==> src/chan_pkg.sv <==
package chan_pkg;

  localparam int POS_W   = 32;
  localparam int CAUSE_W = 16;

  localparam logic [CAUSE_W-1:0] CAUSE_NONE      = 16'h0000;
  localparam logic [CAUSE_W-1:0] CAUSE_REF_RANGE = 16'h0001;
  localparam logic [CAUSE_W-1:0] CAUSE_HW_FAULT  = 16'h0002;
  localparam logic [CAUSE_W-1:0] CAUSE_CMD_FAULT = 16'h0003;

  localparam logic [POS_W-1:0] REF0_RESET = 32'h00000000;
  localparam logic [POS_W-1:0] REF1_RESET = 32'h0000000a;

  typedef enum logic [1:0] {
    OUT_OFF,
    OUT_CPU,
    OUT_SET_UNTIL_CMP,
    OUT_COMPARE
  } out_mode_t;

  typedef struct packed {
    logic cmp_hit_0;
    logic cmp_hit_1;
    logic zero_reached_flag;
    logic upper_range_exceeded;
    logic lower_range_exceeded;
  } event_flags_t;

  typedef struct packed {
    logic [POS_W-1:0] ref0_active_pos;
    logic [POS_W-1:0] ref1_active_pos;
    logic [POS_W-1:0] ref0_active_meas;
    logic [POS_W-1:0] ref1_active_meas;
  } active_refs_t;

endpackage

==> src/sync_edge.sv <==
`timescale 1ns/10ps
module sync_edge #(
  parameter bit PIN = 1'b0
) (
  input  wire logic CLK,
  input  wire logic RST,
  input  wire logic din,
  output logic      level,
  output logic      rise,
  output logic      fall
);
  logic meta;
  logic cur;
  logic prev;

  always_ff @(posedge CLK) begin
    if (RST) begin
      meta <= 1'b0;
      cur  <= 1'b0;
    end else begin
      meta <= din;
      cur  <= PIN ? meta : din;
    end
  end

  always_ff @(posedge CLK) begin
    if (RST) prev <= 1'b0;
    else     prev <= cur;
  end

  // edge from present sample against last cycle's
  assign level = cur;
  assign rise  = cur & ~prev;
  assign fall  = ~cur & prev;
endmodule

==> src/dout_ctrl.sv <==
`timescale 1ns/10ps
module dout_ctrl
  import chan_pkg::*;
(
  input  wire logic      CLK,
  input  wire logic      RST,
  input  out_mode_t      mode,
  input  wire logic      override,
  input  wire logic      set_level,
  input  wire logic      set_fall,
  input  wire logic      pos_match,
  input  wire logic      cmp_state,
  output logic           dout,
  output logic           changed
);
  logic next_dout;

  always_comb begin
    next_dout = dout;
    if (override || mode == OUT_CPU) begin
      next_dout = set_level;
    end else begin
      case (mode)
        OUT_SET_UNTIL_CMP: begin
          if (set_fall)       next_dout = ~dout;
          else if (pos_match) next_dout = 1'b0;
        end
        OUT_COMPARE: next_dout = cmp_state;
        default:     next_dout = 1'b0;
      endcase
    end
  end

  always_ff @(posedge CLK) begin
    if (RST) dout <= 1'b0;
    else     dout <= next_dout;
  end

  // change of state caused by the compare path only
  assign changed = ~override && mode == OUT_COMPARE && next_dout != dout;
endmodule

==> src/ssi_channel_control_status_if.sv <==
`timescale 1ns/10ps
module ssi_channel_control_status_if
  import chan_pkg::*;
#(
  parameter int W            = chan_pkg::POS_W,
  parameter bit ACK_LEVEL    = 1'b1,
  parameter bit CAPTURE_RISE = 1'b1
) (
  input  wire logic                       CLK,
  input  wire logic                       RST,
  input  wire logic                       REF0_UPDATE_REQUEST,
  input  wire logic                       REF1_UPDATE_REQUEST,
  input  wire logic [W-1:0]               REF0_STAGED_POS,
  input  wire logic [W-1:0]               REF1_STAGED_POS,
  input  wire logic [W-1:0]               REF0_STAGED_MEAS,
  input  wire logic [W-1:0]               REF1_STAGED_MEAS,
  output logic                            REF0_UPDATE_BUSY,
  output logic                            REF1_UPDATE_BUSY,
  output chan_pkg::active_refs_t          ACTIVE_REFS,
  input  wire logic                       COMPARE_SOURCE_IS_MEAS,
  output logic                            COMPARE_SOURCE_STATUS,
  input  wire logic signed [W-1:0]        CURRENT_POSITION,
  input  wire logic signed [W-1:0]        CURRENT_MEASUREMENT,
  input  wire logic signed [W-1:0]        POS_LIMIT_HIGH,
  input  wire logic signed [W-1:0]        POS_LIMIT_LOW,
  input  wire logic                       EVENT_ACKNOWLEDGE,
  output chan_pkg::event_flags_t          EVENT_FLAGS,
  input  wire logic                       INPUT0_PIN,
  input  wire logic                       INPUT1_PIN,
  output logic                            INPUT0_LEVEL,
  output logic                            INPUT1_LEVEL,
  input  chan_pkg::out_mode_t             OUT0_MODE,
  input  chan_pkg::out_mode_t             OUT1_MODE,
  input  wire logic                       OUTPUT0_MANUAL_OVERRIDE,
  input  wire logic                       OUTPUT1_MANUAL_OVERRIDE,
  input  wire logic                       OUTPUT0_SET_CMD,
  input  wire logic                       OUTPUT1_SET_CMD,
  output logic                            OUTPUT0,
  output logic                            OUTPUT1,
  input  wire logic                       HW_FAULT,
  input  wire logic                       ERROR_ACKNOWLEDGE,
  output logic                            ERROR_FLAG,
  output logic [chan_pkg::CAUSE_W-1:0]    ERROR_CAUSE_CODE,
  input  wire logic                       CAPTURE_ON_INPUT1,
  input  wire logic                       CAPTURE_ARM,
  output logic                            CAPTURE_VALID_FLAG,
  output logic [W-1:0]                    LATCHED_CAPTURE
);
  import chan_pkg::*;

  logic ev_ack_rise, err_ack_lvl, err_ack_rise, cap_arm_fall, cap_arm_lvl;
  logic in0_rise, in0_fall, in1_rise, in1_fall;
  logic set0_lvl, set0_fall, set1_lvl, set1_fall;
  logic armed, cap_edge;
  logic signed [W-1:0] prev_pos;
  logic signed [W-1:0] cmp_val, ref0_sel, ref1_sel;
  logic ack_now, fault_now;
  logic [CAUSE_W-1:0] fault_code;
  logic err_acked;
  logic ch0, ch1;
  logic ref_fault;

  sync_edge #(.PIN(1'b0)) u_evack (.CLK(CLK), .RST(RST), .din(EVENT_ACKNOWLEDGE),
    .level(), .rise(ev_ack_rise), .fall());
  sync_edge #(.PIN(1'b0)) u_erack (.CLK(CLK), .RST(RST), .din(ERROR_ACKNOWLEDGE),
    .level(err_ack_lvl), .rise(err_ack_rise), .fall());
  sync_edge #(.PIN(1'b0)) u_cap (.CLK(CLK), .RST(RST), .din(CAPTURE_ARM),
    .level(cap_arm_lvl), .rise(), .fall(cap_arm_fall));
  sync_edge #(.PIN(1'b1)) u_in0 (.CLK(CLK), .RST(RST), .din(INPUT0_PIN),
    .level(INPUT0_LEVEL), .rise(in0_rise), .fall(in0_fall));
  sync_edge #(.PIN(1'b1)) u_in1 (.CLK(CLK), .RST(RST), .din(INPUT1_PIN),
    .level(INPUT1_LEVEL), .rise(in1_rise), .fall(in1_fall));
  sync_edge #(.PIN(1'b0)) u_set0 (.CLK(CLK), .RST(RST), .din(OUTPUT0_SET_CMD),
    .level(set0_lvl), .rise(), .fall(set0_fall));
  sync_edge #(.PIN(1'b0)) u_set1 (.CLK(CLK), .RST(RST), .din(OUTPUT1_SET_CMD),
    .level(set1_lvl), .rise(), .fall(set1_fall));

  assign COMPARE_SOURCE_STATUS = COMPARE_SOURCE_IS_MEAS;

  // reference update: apply staged pair, then drop busy
  always_ff @(posedge CLK) begin
    if (RST) begin
      ACTIVE_REFS      <= '{REF0_RESET, REF1_RESET, REF0_RESET, REF1_RESET};
      REF0_UPDATE_BUSY <= 1'b0;
      REF1_UPDATE_BUSY <= 1'b0;
    end else begin
      REF0_UPDATE_BUSY <= REF0_UPDATE_REQUEST & ~REF0_UPDATE_BUSY;
      REF1_UPDATE_BUSY <= REF1_UPDATE_REQUEST & ~REF1_UPDATE_BUSY;
      if (REF0_UPDATE_REQUEST && !REF0_UPDATE_BUSY) begin
        ACTIVE_REFS.ref0_active_pos  <= REF0_STAGED_POS;
        ACTIVE_REFS.ref0_active_meas <= REF0_STAGED_MEAS;
      end
      if (REF1_UPDATE_REQUEST && !REF1_UPDATE_BUSY) begin
        ACTIVE_REFS.ref1_active_pos  <= REF1_STAGED_POS;
        ACTIVE_REFS.ref1_active_meas <= REF1_STAGED_MEAS;
      end
    end
  end

  // reference 0 above reference 1 is a reference range fault
  assign ref_fault = (REF0_UPDATE_REQUEST && !REF0_UPDATE_BUSY &&
                      $signed(REF0_STAGED_POS) > $signed(ACTIVE_REFS.ref1_active_pos)) ||
                     (REF1_UPDATE_REQUEST && !REF1_UPDATE_BUSY &&
                      $signed(REF1_STAGED_POS) < $signed(ACTIVE_REFS.ref0_active_pos));

  // source selection
  always_comb begin
    if (COMPARE_SOURCE_IS_MEAS) begin
      cmp_val  = CURRENT_MEASUREMENT;
      ref0_sel = ACTIVE_REFS.ref0_active_meas;
      ref1_sel = ACTIVE_REFS.ref1_active_meas;
    end else begin
      cmp_val  = CURRENT_POSITION;
      ref0_sel = ACTIVE_REFS.ref0_active_pos;
      ref1_sel = ACTIVE_REFS.ref1_active_pos;
    end
  end

  dout_ctrl u_dq0 (.CLK(CLK), .RST(RST), .mode(OUT0_MODE), .override(OUTPUT0_MANUAL_OVERRIDE),
    .set_level(set0_lvl), .set_fall(set0_fall), .pos_match(cmp_val == ref0_sel),
    .cmp_state(cmp_val >= ref0_sel && cmp_val <= ref1_sel), .dout(OUTPUT0), .changed(ch0));
  dout_ctrl u_dq1 (.CLK(CLK), .RST(RST), .mode(OUT1_MODE), .override(OUTPUT1_MANUAL_OVERRIDE),
    .set_level(set1_lvl), .set_fall(set1_fall), .pos_match(cmp_val == ref1_sel),
    .cmp_state(cmp_val >= ref1_sel), .dout(OUTPUT1), .changed(ch1));

  always_ff @(posedge CLK) begin
    if (RST) prev_pos <= '0;
    else     prev_pos <= CURRENT_POSITION;
  end

  // sticky events: set wins over acknowledge
  always_ff @(posedge CLK) begin
    if (RST) begin
      EVENT_FLAGS <= '0;
    end else begin
      EVENT_FLAGS.cmp_hit_0 <= ch0 | (EVENT_FLAGS.cmp_hit_0 & ~ev_ack_rise);
      EVENT_FLAGS.cmp_hit_1 <= ch1 | (EVENT_FLAGS.cmp_hit_1 & ~ev_ack_rise);
      EVENT_FLAGS.zero_reached_flag <= (CURRENT_POSITION == '0 ||
        (CURRENT_POSITION[W-1] != prev_pos[W-1] && prev_pos != CURRENT_POSITION)) |
        (EVENT_FLAGS.zero_reached_flag & ~ev_ack_rise);
      EVENT_FLAGS.upper_range_exceeded <= (CURRENT_POSITION > POS_LIMIT_HIGH) |
        (EVENT_FLAGS.upper_range_exceeded & ~ev_ack_rise);
      EVENT_FLAGS.lower_range_exceeded <= (CURRENT_POSITION < POS_LIMIT_LOW) |
        (EVENT_FLAGS.lower_range_exceeded & ~ev_ack_rise);
    end
  end

  // capture
  assign cap_edge = CAPTURE_ON_INPUT1 ? (CAPTURE_RISE ? in1_rise : in1_fall)
                                      : (CAPTURE_RISE ? in0_rise : in0_fall);

  always_ff @(posedge CLK) begin
    if (RST) begin
      armed              <= 1'b0;
      CAPTURE_VALID_FLAG <= 1'b0;
    end else if (cap_arm_fall) begin
      armed              <= 1'b0;
      CAPTURE_VALID_FLAG <= 1'b0;
    end else begin
      armed <= cap_arm_lvl & ~(armed & cap_edge);
      if (armed && cap_edge) CAPTURE_VALID_FLAG <= 1'b1;
    end
  end

  always_ff @(posedge CLK) begin
    if (RST)                     LATCHED_CAPTURE <= '0;
    else if (armed && cap_edge)  LATCHED_CAPTURE <= CURRENT_POSITION;
  end

  // error handling
  assign ack_now   = ACK_LEVEL ? err_ack_lvl : err_ack_rise;
  assign fault_now = HW_FAULT | ref_fault;
  assign fault_code = HW_FAULT ? CAUSE_HW_FAULT : CAUSE_REF_RANGE;

  always_ff @(posedge CLK) begin
    if (RST) begin
      ERROR_FLAG       <= 1'b0;
      ERROR_CAUSE_CODE <= CAUSE_NONE;
      err_acked        <= 1'b0;
    end else if (!ERROR_FLAG) begin
      if (fault_now) begin
        ERROR_FLAG       <= 1'b1;
        ERROR_CAUSE_CODE <= fault_code;
        err_acked        <= 1'b0;
      end
    end else begin
      if (ack_now) err_acked <= 1'b1;
      if ((err_acked || ack_now) && !HW_FAULT) begin
        ERROR_FLAG       <= 1'b0;
        ERROR_CAUSE_CODE <= CAUSE_NONE;
      end
    end
  end
endmodule

==> config.mk <==
export PLATFORM = sky130hd
export DESIGN_NAME = ssi_channel_control_status_if
export DESIGN_NICKNAME = d
export VERILOG_FILES = /design/src/chan_pkg.sv /design/src/sync_edge.sv /design/src/dout_ctrl.sv /design/src/ssi_channel_control_status_if.sv
export SDC_FILE = /design/constraint.sdc
export NUM_CORES = 1
export LEC_CHECK = 0
export ABC_CLOCK_PERIOD_IN_PS = 7800
export BUFFER_PORTS_ARGS = -buffer_cell sky130_fd_sc_hd__clkbuf_2
export CAP_MARGIN = 5
export CELL_PAD_IN_SITES_DETAIL_PLACEMENT = 2
export CELL_PAD_IN_SITES_GLOBAL_PLACEMENT = 2
export CORE_MARGIN = 2
export CORE_UTILIZATION = 30
export DETAILED_ROUTE_END_ITERATION = 10
export GPL_ROUTABILITY_DRIVEN = 1
export PLACE_DENSITY_LB_ADDON = 0.1
export SYNTH_ARGS = -nofsm -noshare
export SYNTH_HDL_FRONTEND = slang
export SYNTH_HIERARCHICAL = 1
export SYNTH_SLANG_ARGS = --single-unit
==> constraint.sdc <==
create_clock -name CLK -period 7.8 [get_ports CLK]
set_input_delay 0.39 -clock CLK [delete_from_list [all_inputs] [get_ports CLK]]
set_output_delay 0.39 -clock CLK [all_outputs]
set_load 0.005 [all_outputs]
==> results of run 1 <==
placed cells by master, fill, tap and decap left out, drive strengths merged, types with 30 or more instances in the layout:
cell type and n:
mux2i 65, clkbuf 470, nand4 37, o21ai 30
nor2b 38, a21o 40, dfxtp 191, ha 190
nand2 340, mux2 33, inv 144, a21oi 211
nor2 34
worst max-delay path by stage:
stage	start	to	slack (ns)	depth (start not counted)
after floorplan	COMPARE_SOURCE_IS_MEAS	u_dq0/dout	3.97	16
after global placement	COMPARE_SOURCE_IS_MEAS	u_dq0/dout	3.17	14
after detailed placement	COMPARE_SOURCE_IS_MEAS	EVENT_FLAGS[4]	2.98	16
after CTS	COMPARE_SOURCE_IS_MEAS	u_dq0/dout	3.52	13
after global routing	COMPARE_SOURCE_IS_MEAS	EVENT_FLAGS[4]	3.17	16
final	COMPARE_SOURCE_IS_MEAS	EVENT_FLAGS[4]	3.46	16
state kept, by name, summed over array words and instances (netlist names), 2 cells and up:
signal / cells
ERROR_CAUSE_CODE: 2
ACTIVE_REFS: 128
LATCHED_CAPTURE: 32
EVENT_FLAGS: 5
where the power goes:
group | switching [mW] | leakage, nW | total, mW | internal [mW]
combinational | 0.382 | 5.80 | 0.663 | 0.281
clock | 0.449 | 0.273 | 0.940 | 0.491
sequential | 0.0597 | 1.57 | 1.08 | 1.03
total | 0.891 | 7.64 | 2.69 | 1.80
routing by layer:
layer | routed length (um) | vias to the layer above | track usage
met4 | 1510 | 2 | 0.0968
met3 | 2780 | 59 | 0.0581
li1 | - | 6137 | -
met2 | 27900 | 302 | 0.455
met1 | 26000 | 6319 | 0.340
met5 | 11 | - | 0
critical path, cell delays in order:
cell and delay [ns]:
buf_4 0.81, buf_4 0.58, mux2_2 0.42, ha_1 0.33, a21o_1 0.19, a21o_1 0.17, a21oi_1 0.15, o211ai_1 0.15
a221oi_1 0.40, nand3b_1 0.12, o22ai_1 0.20, a22oi_1 0.17, xnor2_1 0.15, nor4b_1 0.32, a21oi_1 0.07, nor2_1 0.09
cell type report:
type                            instances  area [sq um]
Multi-Input combinational cell       1152          7720
Timing Repair Buffer                  460          2330
Inverter                              142           533
Fill cell                            4858         25000
Clock buffer                           21           460
Tap cell                              532           666
Clock inverter                         11           133
Sequential cell                       191          3820
Antenna cell                            7          17.5
stage by stage:
step	worst slack (ns)	hold slack (ns)	cell area, sq um	total power [mW]
after floorplan	3.97	0.414	12400	1.45
after global placement	3.17	0.419	15100	1.75
after detailed placement	2.98	0.427	15100	1.78
after CTS	3.52	0.0549	15700	2.73
after global routing	3.17	0.0807	15700	2.84
final	3.46	0.0945	15700	2.69
==> metrics.txt, run 1 <==
status finished clean; Max Clock Skew 0.0103 ns; clk sinks 191; Die ar. 42,900 sq um; Period Utilization, post-route 0.556; total CTS buffers 17; RSZ-0062 raised after global routing no; largest net degree at the start of global routing 78; Final Max Tran Viols 0; Critical Path End Type flip-flop; residual DRC count 0; Detailed Routing Iterations Pass 1 4; IO Count about 470; # resized after CTS 0; CP Launch Type input port; Worst Hold Depth 2; critical-path maximum fanout 70; worst reg2reg path endpoint EVENT_FLAGS[4]; RePlAce Congestion 0.830; crit path DAT 4.77 ns; die span in y 207 um; initial antenna violation count 6; CTS Root Buffer Type clkbuf_16; WHS Endpoint u_cap/level; CTS tree built; Clock Tree Buf Depth 2; Final #Nets 2,430; area growth from synthesis to layout 26.8%; HPWL after DPL between 40,000 and 50,000 um; # hold bufs at CTS 0; Via-to-Cell Ratio 5.09; Std-Cell Rows 74; Setup Buffers After CTS 0; reg-to-reg slack, setup 4.39 ns; global-route wire length before repair 87,500 um; Placed Instances 2,477; worst vdd ir around 160 uV; Worst-path clk slew 0.08 ns; die width 207 um; Detailed Route Iter0 Violations 399; WL/cell approximately 23 um; worst slew pin tran 1.14 ns; Mapped Cells 1,554; Reg2Reg Depth 14; setup TNS 0 ns; Worst-Skew Late Latency roughly 0.5 ns; Mean Syn Cell Area 7.96 sq um; Max Clk Rate 231 MHz; vias in the first global route 13,900; HP Class in -> reg; core area 40,700 sq um; total grt overflow 0; Routed Antenna Nets 0; share of cells above drive strength 1 0.268; Finish-stage setup viols 0; DR vias 12,800; synthesized area 12,400 sq um; Pwr Density roughly 170 nW/um^2; Hold Vio Cnt, Final 0; I/O Buffers 451; Reg-to-Reg Start ACTIVE_REFS[103]; Final Util 0.385; Yosys warnings 6; H-tree levels 4; crit path time final 4.34 ns; Starting Density 0.304; GRT Util Overall 0.270; Post-Route WL 58,200 um; Leak Pwr 7.64 nW; hold_sp CAPTURE_ARM; headroom to the max-slew limit 0.242; WP data required just over 8 ns; Setup CP Type in -> reg; Finished Layout Cells 2,516; Max Cap Viol 0
Note: power is estimated with default switching activity, not from simulation.
==> run 2: changes to the inputs <==
- ABC_CLOCK_PERIOD_IN_PS: 7800 -> 4200
- CORE_UTILIZATION: 30 -> 27
- clock period: 7.8 -> 4.2 ns (I/O delays scaled with it)
==> run 2 against run 1 <==
  * Clock-buffer cell count shrank 1
  * Power up 100%
  * Largest cell class unchanged
  * Die area rose by 11%
  * Critical path type is now reg -> reg
==> metrics.txt, run 2 (synthesis results as in run 1) <==
status finished clean; most common cell after layout, fill and taps aside clkbuf_2; Leak Pwr 8.35 nW (+9.2%); share of cells above drive strength 1 0.253 (-0.0149); leading registers by flop count ACTIVE_REFS: 128 flops, LATCHED_CAPTURE: 32 flops, EVENT_FLAGS: 5 flops; Top delay family on crit path compound AO/OA/AOI/OAI gates; Reg with most FFs ACTIVE_REFS; total CTS buffers 17 (unchanged); Max Clock Skew 0.0197 ns (+0.00947 ns); Routed Antenna Nets 0 (unchanged); crit path DAT 3.91 ns (-0.86 ns); Final #Nets 2,578 (+6.1%); GRT Util Overall 0.264 (-0.00657); Place WS 0.296 ns (-2.69 ns); HPWL after DPL 49,600 um (+4.0%); Filler Cells Inserted 5,194 (+6.9%); RSZ-0062 raised after global routing no; CP Launch Type flip-flop; setup TNS 0 ns (unchanged); Critical Path End Type flip-flop; Post-Route WL 63,200 um (+8.6%); global-route wire length before repair 92,500 um (+5.7%); IO Count 466 (unchanged); multi-input logic area 7720 sq um (unchanged); Worst-path clk slew 0.08 ns (about the same); largest net degree at the start of global routing 126 (+62%); critical path's largest stage delay 0.46 ns (-0.35 ns); max reg flops 128 (unchanged); slowest stage cell, crit path dfxtp_1; clk sinks 191 (unchanged); Max Clk Rate 286 MHz; WP data required 4.60 ns (-3.64 ns); CP cell instances mux2i_1 -> ha_1 -> a2111oi_0 -> o21ai_1 -> o221ai_1 -> o211ai_1 -> a221oi_1 -> o22ai_1 -> a22oi_1 -> nor2b_1 -> or4_1 -> o32ai_1; Clock Tree Buf Depth 2 (unchanged); FF+latch area 3820 sq um (unchanged); die width 218 um (+5.3%); Max Cap Viol 0 (unchanged); Setup CP Type reg -> reg; initial antenna violation count 6 (unchanged); headroom to the max-slew limit 0.253 (+0.0116); area growth from synthesis to layout 40.4%; final instance area 17,400 sq um (+11%); H-tree levels 4 (unchanged); Period Utilization, post-route 0.834; HP Class in -> reg; vias in the first global route 14,600 (+4.6%); Tot Pwr 5.46 mW (+100%); Starting Density 0.273 (-0.0305); Final Max Tran Viols 0 (unchanged); Detailed Routing Iterations Pass 1 4 (unchanged); Detailed Route Iter0 Violations 562 (+41%); WL/cell 23.2 um (about the same); I/O Buffers 451 (unchanged); worst vdd ir 250 uV (+55%); Worst-Skew Late Latency 0.51 ns (about the same); Std-Cell Rows 78 (+5.4%); leading cell types in the layout, fill and taps excluded clkbuf_2 (449), nand2_1 (339), a21oi_1 (211); total grt overflow 0 (unchanged); setup slack after layout 0.699 ns (-2.76 ns); die span in y 218 um (+5.3%); crit path time final 3.50 ns; RePlAce Congestion 0.841 (+1.2%); DR vias 13,500 (+5.4%); CTS Root Buffer Type clkbuf_16; Pwr Density 314 nW/um^2 (+83%); Hold Vio Cnt, Final 0 (unchanged); Finish-stage setup viols 0 (unchanged); residual DRC count 0 (unchanged); WP buf/inv 0 (-2); Die ar. 47,600 sq um (+11%); CTS tree built; core area 45,300 sq um (+11%); worst slew pin tran 1.12 ns (-0.0174 ns); Placed Area 15,200 sq um (+1.1%); Via-to-Cell Ratio 4.95 (-2.9%); critical-path maximum fanout 4 (-94%)
## run 2: cell types whose count changed in the layout (fill, tap and decap cells not counted), moves of 2 or more
cell,before,now
dlygate4sd3_1,0,141
bufinv_16,2,7
buf_12,0,2
clkinvlp_4,5,1
buf_4,10,14
## run 2: path summary, 6_finish.rpt
check                       start                  end  slack [ns]  cells after the start
min          CURRENT_POSITION[22]  LATCHED_CAPTURE[22]        0.04                      3
min reg2reg            u_in1/meta          u_in1/level        0.46                      1
max reg2reg      ACTIVE_REFS[103]           u_dq0/dout        0.70                     12
max              ACTIVE_REFS[103]           u_dq0/dout        0.70                     12
## run 2: tightest hold or removal path: cells and delay by family
kind / cells / cell delay (ns)
compound gates: 1 / 0.05
simple gates: 1 / 0.08
buf+inv: 1 / 0.15
## run 2: power by group
| group | total [mW] | switching, mW | internal (mW) |
|---|---|---|---|
| clock | 2.07 | 0.858 | 1.21 |
| sequential | 2.02 | 0.118 | 1.90 |
| combinational | 1.36 | 0.751 | 0.612 |
| total | 5.46 | 1.73 | 3.73 |
## run 2: metal layers
layer	up-vias	global-route usage	share of wire
li1	6452	-	-
met1	6657	0.332	0.45
met2	330	0.446	0.48
met3	72	0.0612	0.050
met4	2	0.0819	0.023
met5	-	0	0.00021
## run 2: timing repair
item                      CTS  global route
hold endpoints to repair  141             0
hold buffers              141             0
gates resized for setup     0             0
buffers inserted            0             0
## run 2: metrics by stage
| step | utilization | cells | hold WS, ns |
|---|---|---|---|
| 2_1_floorplan | - | 1567 | 0.282 |
| 3_3_place_gp | 0.337 | 2552 | 0.416 |
| 3_5_place_dp | 0.337 | 2552 | 0.427 |
| 4_1_cts | 0.384 | 2725 | 0.00249 |
| 5_1_grt | 0.384 | 2727 | 0.0264 |
| 6_report | 0.384 | 2731 | 0.0446 |
## run 2: cell type report
| cell class | instances | area share |
|---|---|---|
| Tap cell | 600 | 0.0432 |
| Clock inverter | 12 | 0.0145 |
| Multi-Input combinational cell | 1152 | 0.444 |
| Sequential cell | 191 | 0.220 |
| Antenna cell | 6 | 0.000864 |
| Inverter | 142 | 0.0307 |
| Clock buffer | 20 | 0.0263 |
| Timing Repair Buffer | 608 | 0.220 |
==> run 3: changes to the inputs <==
- ABC_AREA: unset -> 1
- ABC_CLOCK_PERIOD_IN_PS: 4200 -> 3700
- CORE_UTILIZATION: 27 -> 26
- clock period: 4.2 -> 3.7 ns (I/O delays scaled with it)
==> run 3 against run 2 <==
  * Routed wire length down 2.9%
  * Clock power down 3%
  * Register-to-register slack worse by 0.05 ns
  * Core utilization shrank 2.6 points
  * Highest routed layer unchanged
==> metrics.txt, run 3 <==
RePlAce Congestion 0.827 (-1.6%); die span in y 222 um (+1.9%); Final Util 0.358 (-0.0259); setup TNS 0 ns (unchanged); Starting Density 0.265 (-0.00867); Reg with most FFs ACTIVE_REFS; worst hold margin 0.0245 ns (-0.0201 ns); Pwr Density 358 nW/um^2 (+14%); max reg flops 128 (unchanged); IO Count 466 (unchanged); Std-Cell Rows 79 (+1.3%); worst reg2reg path endpoint EVENT_FLAGS[4]; core area 46,800 sq um (+3.2%); worst vdd ir 369 uV (+47%); H-tree levels 4 (unchanged); Max Clk Rate 314 MHz; vias in the first global route 15,200 (+4.0%); Worst-path clk slew 0.07 ns (about the same); Leak Pwr 8.56 nW (+2.5%); largest net degree at the start of global routing 69 (-45%); end point of the critical path EVENT_FLAGS[4]; residual DRC count 0 (unchanged); total grt overflow 0 (unchanged); synthesized area 12,400 sq um (about the same); share of cells above drive strength 1 0.238 (-0.0151); Critical Path End Type flip-flop; headroom to the max-slew limit 0.321 (+0.0679); Detailed Route Iter0 Violations 531 (-5.5%); Setup Buffers After CTS 0 (unchanged); HP Class in -> reg; Hold Vio Cnt, Final 0 (unchanged); leading registers by flop count ACTIVE_REFS: 128 flops, LATCHED_CAPTURE: 32 flops, EVENT_FLAGS: 5 flops; initial antenna violation count 10 (+4); Tot Pwr 5.99 mW (+9.8%); clk sinks 191 (unchanged); HPWL after DPL 49,600 um (about the same); Reg-to-Reg Start ACTIVE_REFS[111]; critical-path maximum fanout 4 (unchanged); WL/cell 21.4 um (-7.7%); Setup CP Type in -> reg; reg-to-reg slack, setup 0.65 ns (-0.05 ns); Yosys warnings 6 (unchanged); status finished clean; Max Clock Skew 0.0112 ns (-0.00847 ns); RSZ-0062 raised after global routing no; crit path from CURRENT_POSITION[13]; Routed Antenna Nets 0 (unchanged); CTS Root Buffer Type clkbuf_16; CP Launch Type input port; WP data required 4.04 ns (-0.56 ns); Clock Tree Buf Depth 2 (unchanged); worst slew pin tran 1.02 ns (-0.102 ns); global-route wire length before repair 92,300 um (-0.21%); Period Utilization, post-route 0.859; die width 222 um (+1.9%); Final #Nets 2,713 (+5.2%); Post-Route WL 61,400 um (-2.9%); GRT Util Overall 0.247 (-0.0170); crit path DAT 3.52 ns (-0.39 ns); DR vias 14,000 (+3.5%); Max Cap Viol 0 (unchanged); Final Max Tran Viols 0 (unchanged); Via-to-Cell Ratio 4.87 (-1.6%); leading cell types in the layout, fill and taps excluded clkbuf_2 (450), a21oi_1 (260), nor2_1 (251); area growth from synthesis to layout 35.3%; Finish-stage setup viols 0 (unchanged); I/O Buffers 451 (unchanged); most common cell after layout, fill and taps aside clkbuf_2; Mean Syn Cell Area 7.08 sq um (-11%); Die ar. 49,400 sq um (+3.7%); Mapped Cells 1,747 (+12%); Detailed Routing Iterations Pass 1 5 (+1); crit path time final around 3.2 ns; Reg2Reg Depth 17 (+5); total CTS buffers 17 (unchanged); CTS tree built; Worst-Skew Late Latency 0.47 ns (-0.04 ns)
-- run 3: per-layer routing --
metal  up-vias  GRT usage  routed length [um]
li1       6793          -                   -
met1      6811      0.315               27800
met2       315      0.417               29200
met3        67     0.0465                2750
met4         6     0.0830                1570
met5         -          0                  39
-- run 3: through the flow --
stage	cell area [sq um]	cells	setup WS, ns
finish	16700	2873	0.520
global route	16700	2873	0.162
CTS	16700	2867	0.539
detailed placement	15300	2753	0.250
global placement	15300	2753	0.392
floorplan	12400	1760	0.725
-- run 3: final cells by class --
| class | instances | area, sq um |
|---|---|---|
| clock inverters | 12 | 158 |
| inverters | 236 | 890 |
| multi-input cells | 1244 | 7320 |
| diodes | 6 | 15.0 |
| clock buffers | 20 | 447 |
| fillers | 5577 | 30000 |
| well taps | 607 | 759 |
| flip-flops and latches | 191 | 3820 |
| repair buffers | 557 | 3330 |
-- run 3: repair_timing --
action                                 CTS  global route
gates resized for setup                  0             0
endpoints found under the hold margin   82             0
hold buffers                            82             0
-- run 3: power breakdown --
group | switching, mW | leakage, nW | internal, mW | total [mW]
registers | 0.117 | 1.58 | 2.19 | 2.31
clock network | 0.928 | 0.287 | 1.09 | 2.01
logic | 1.00 | 6.69 | 0.669 | 1.67
total | 2.05 | 8.56 | 3.94 | 5.99
-- run 3: worst max-delay path, cell delays in order --
cell	delay (ns)
dlygate4sd3_1	0.53
clkbuf_2	0.15
inv_1	0.06
o21ai_0	0.49
ha_1	0.35
a21oi_1	0.19
o21ai_0	0.11
a21oi_1	0.14
nand2_1	0.08
nand2_1	0.07
nand2_1	0.07
or2_2	0.27
nand3b_1	0.08
nand2_1	0.06
inv_1	0.05
nor2_1	0.04
nor2_1	0.10
nand2_2	0.08
a21oi_1	0.15
nor2_1	0.07
a21oi_1	0.13
nor2_1	0.05
-- run 3: worst min path at each step --
stage	slack, ns	end	from	cells after the start
finish	0.02	LATCHED_CAPTURE[24]	CURRENT_POSITION[24]	3
global route	0.04	ACTIVE_REFS[15]	REF1_STAGED_MEAS[15]	3
CTS	0.001	ACTIVE_REFS[85]	REF1_STAGED_POS[21]	3
detailed placement	0.39	u_in0/meta	INPUT0_PIN	3
global placement	0.39	u_in1/meta	INPUT1_PIN	3
floorplan	0.25	u_dq0/dout	RST	1
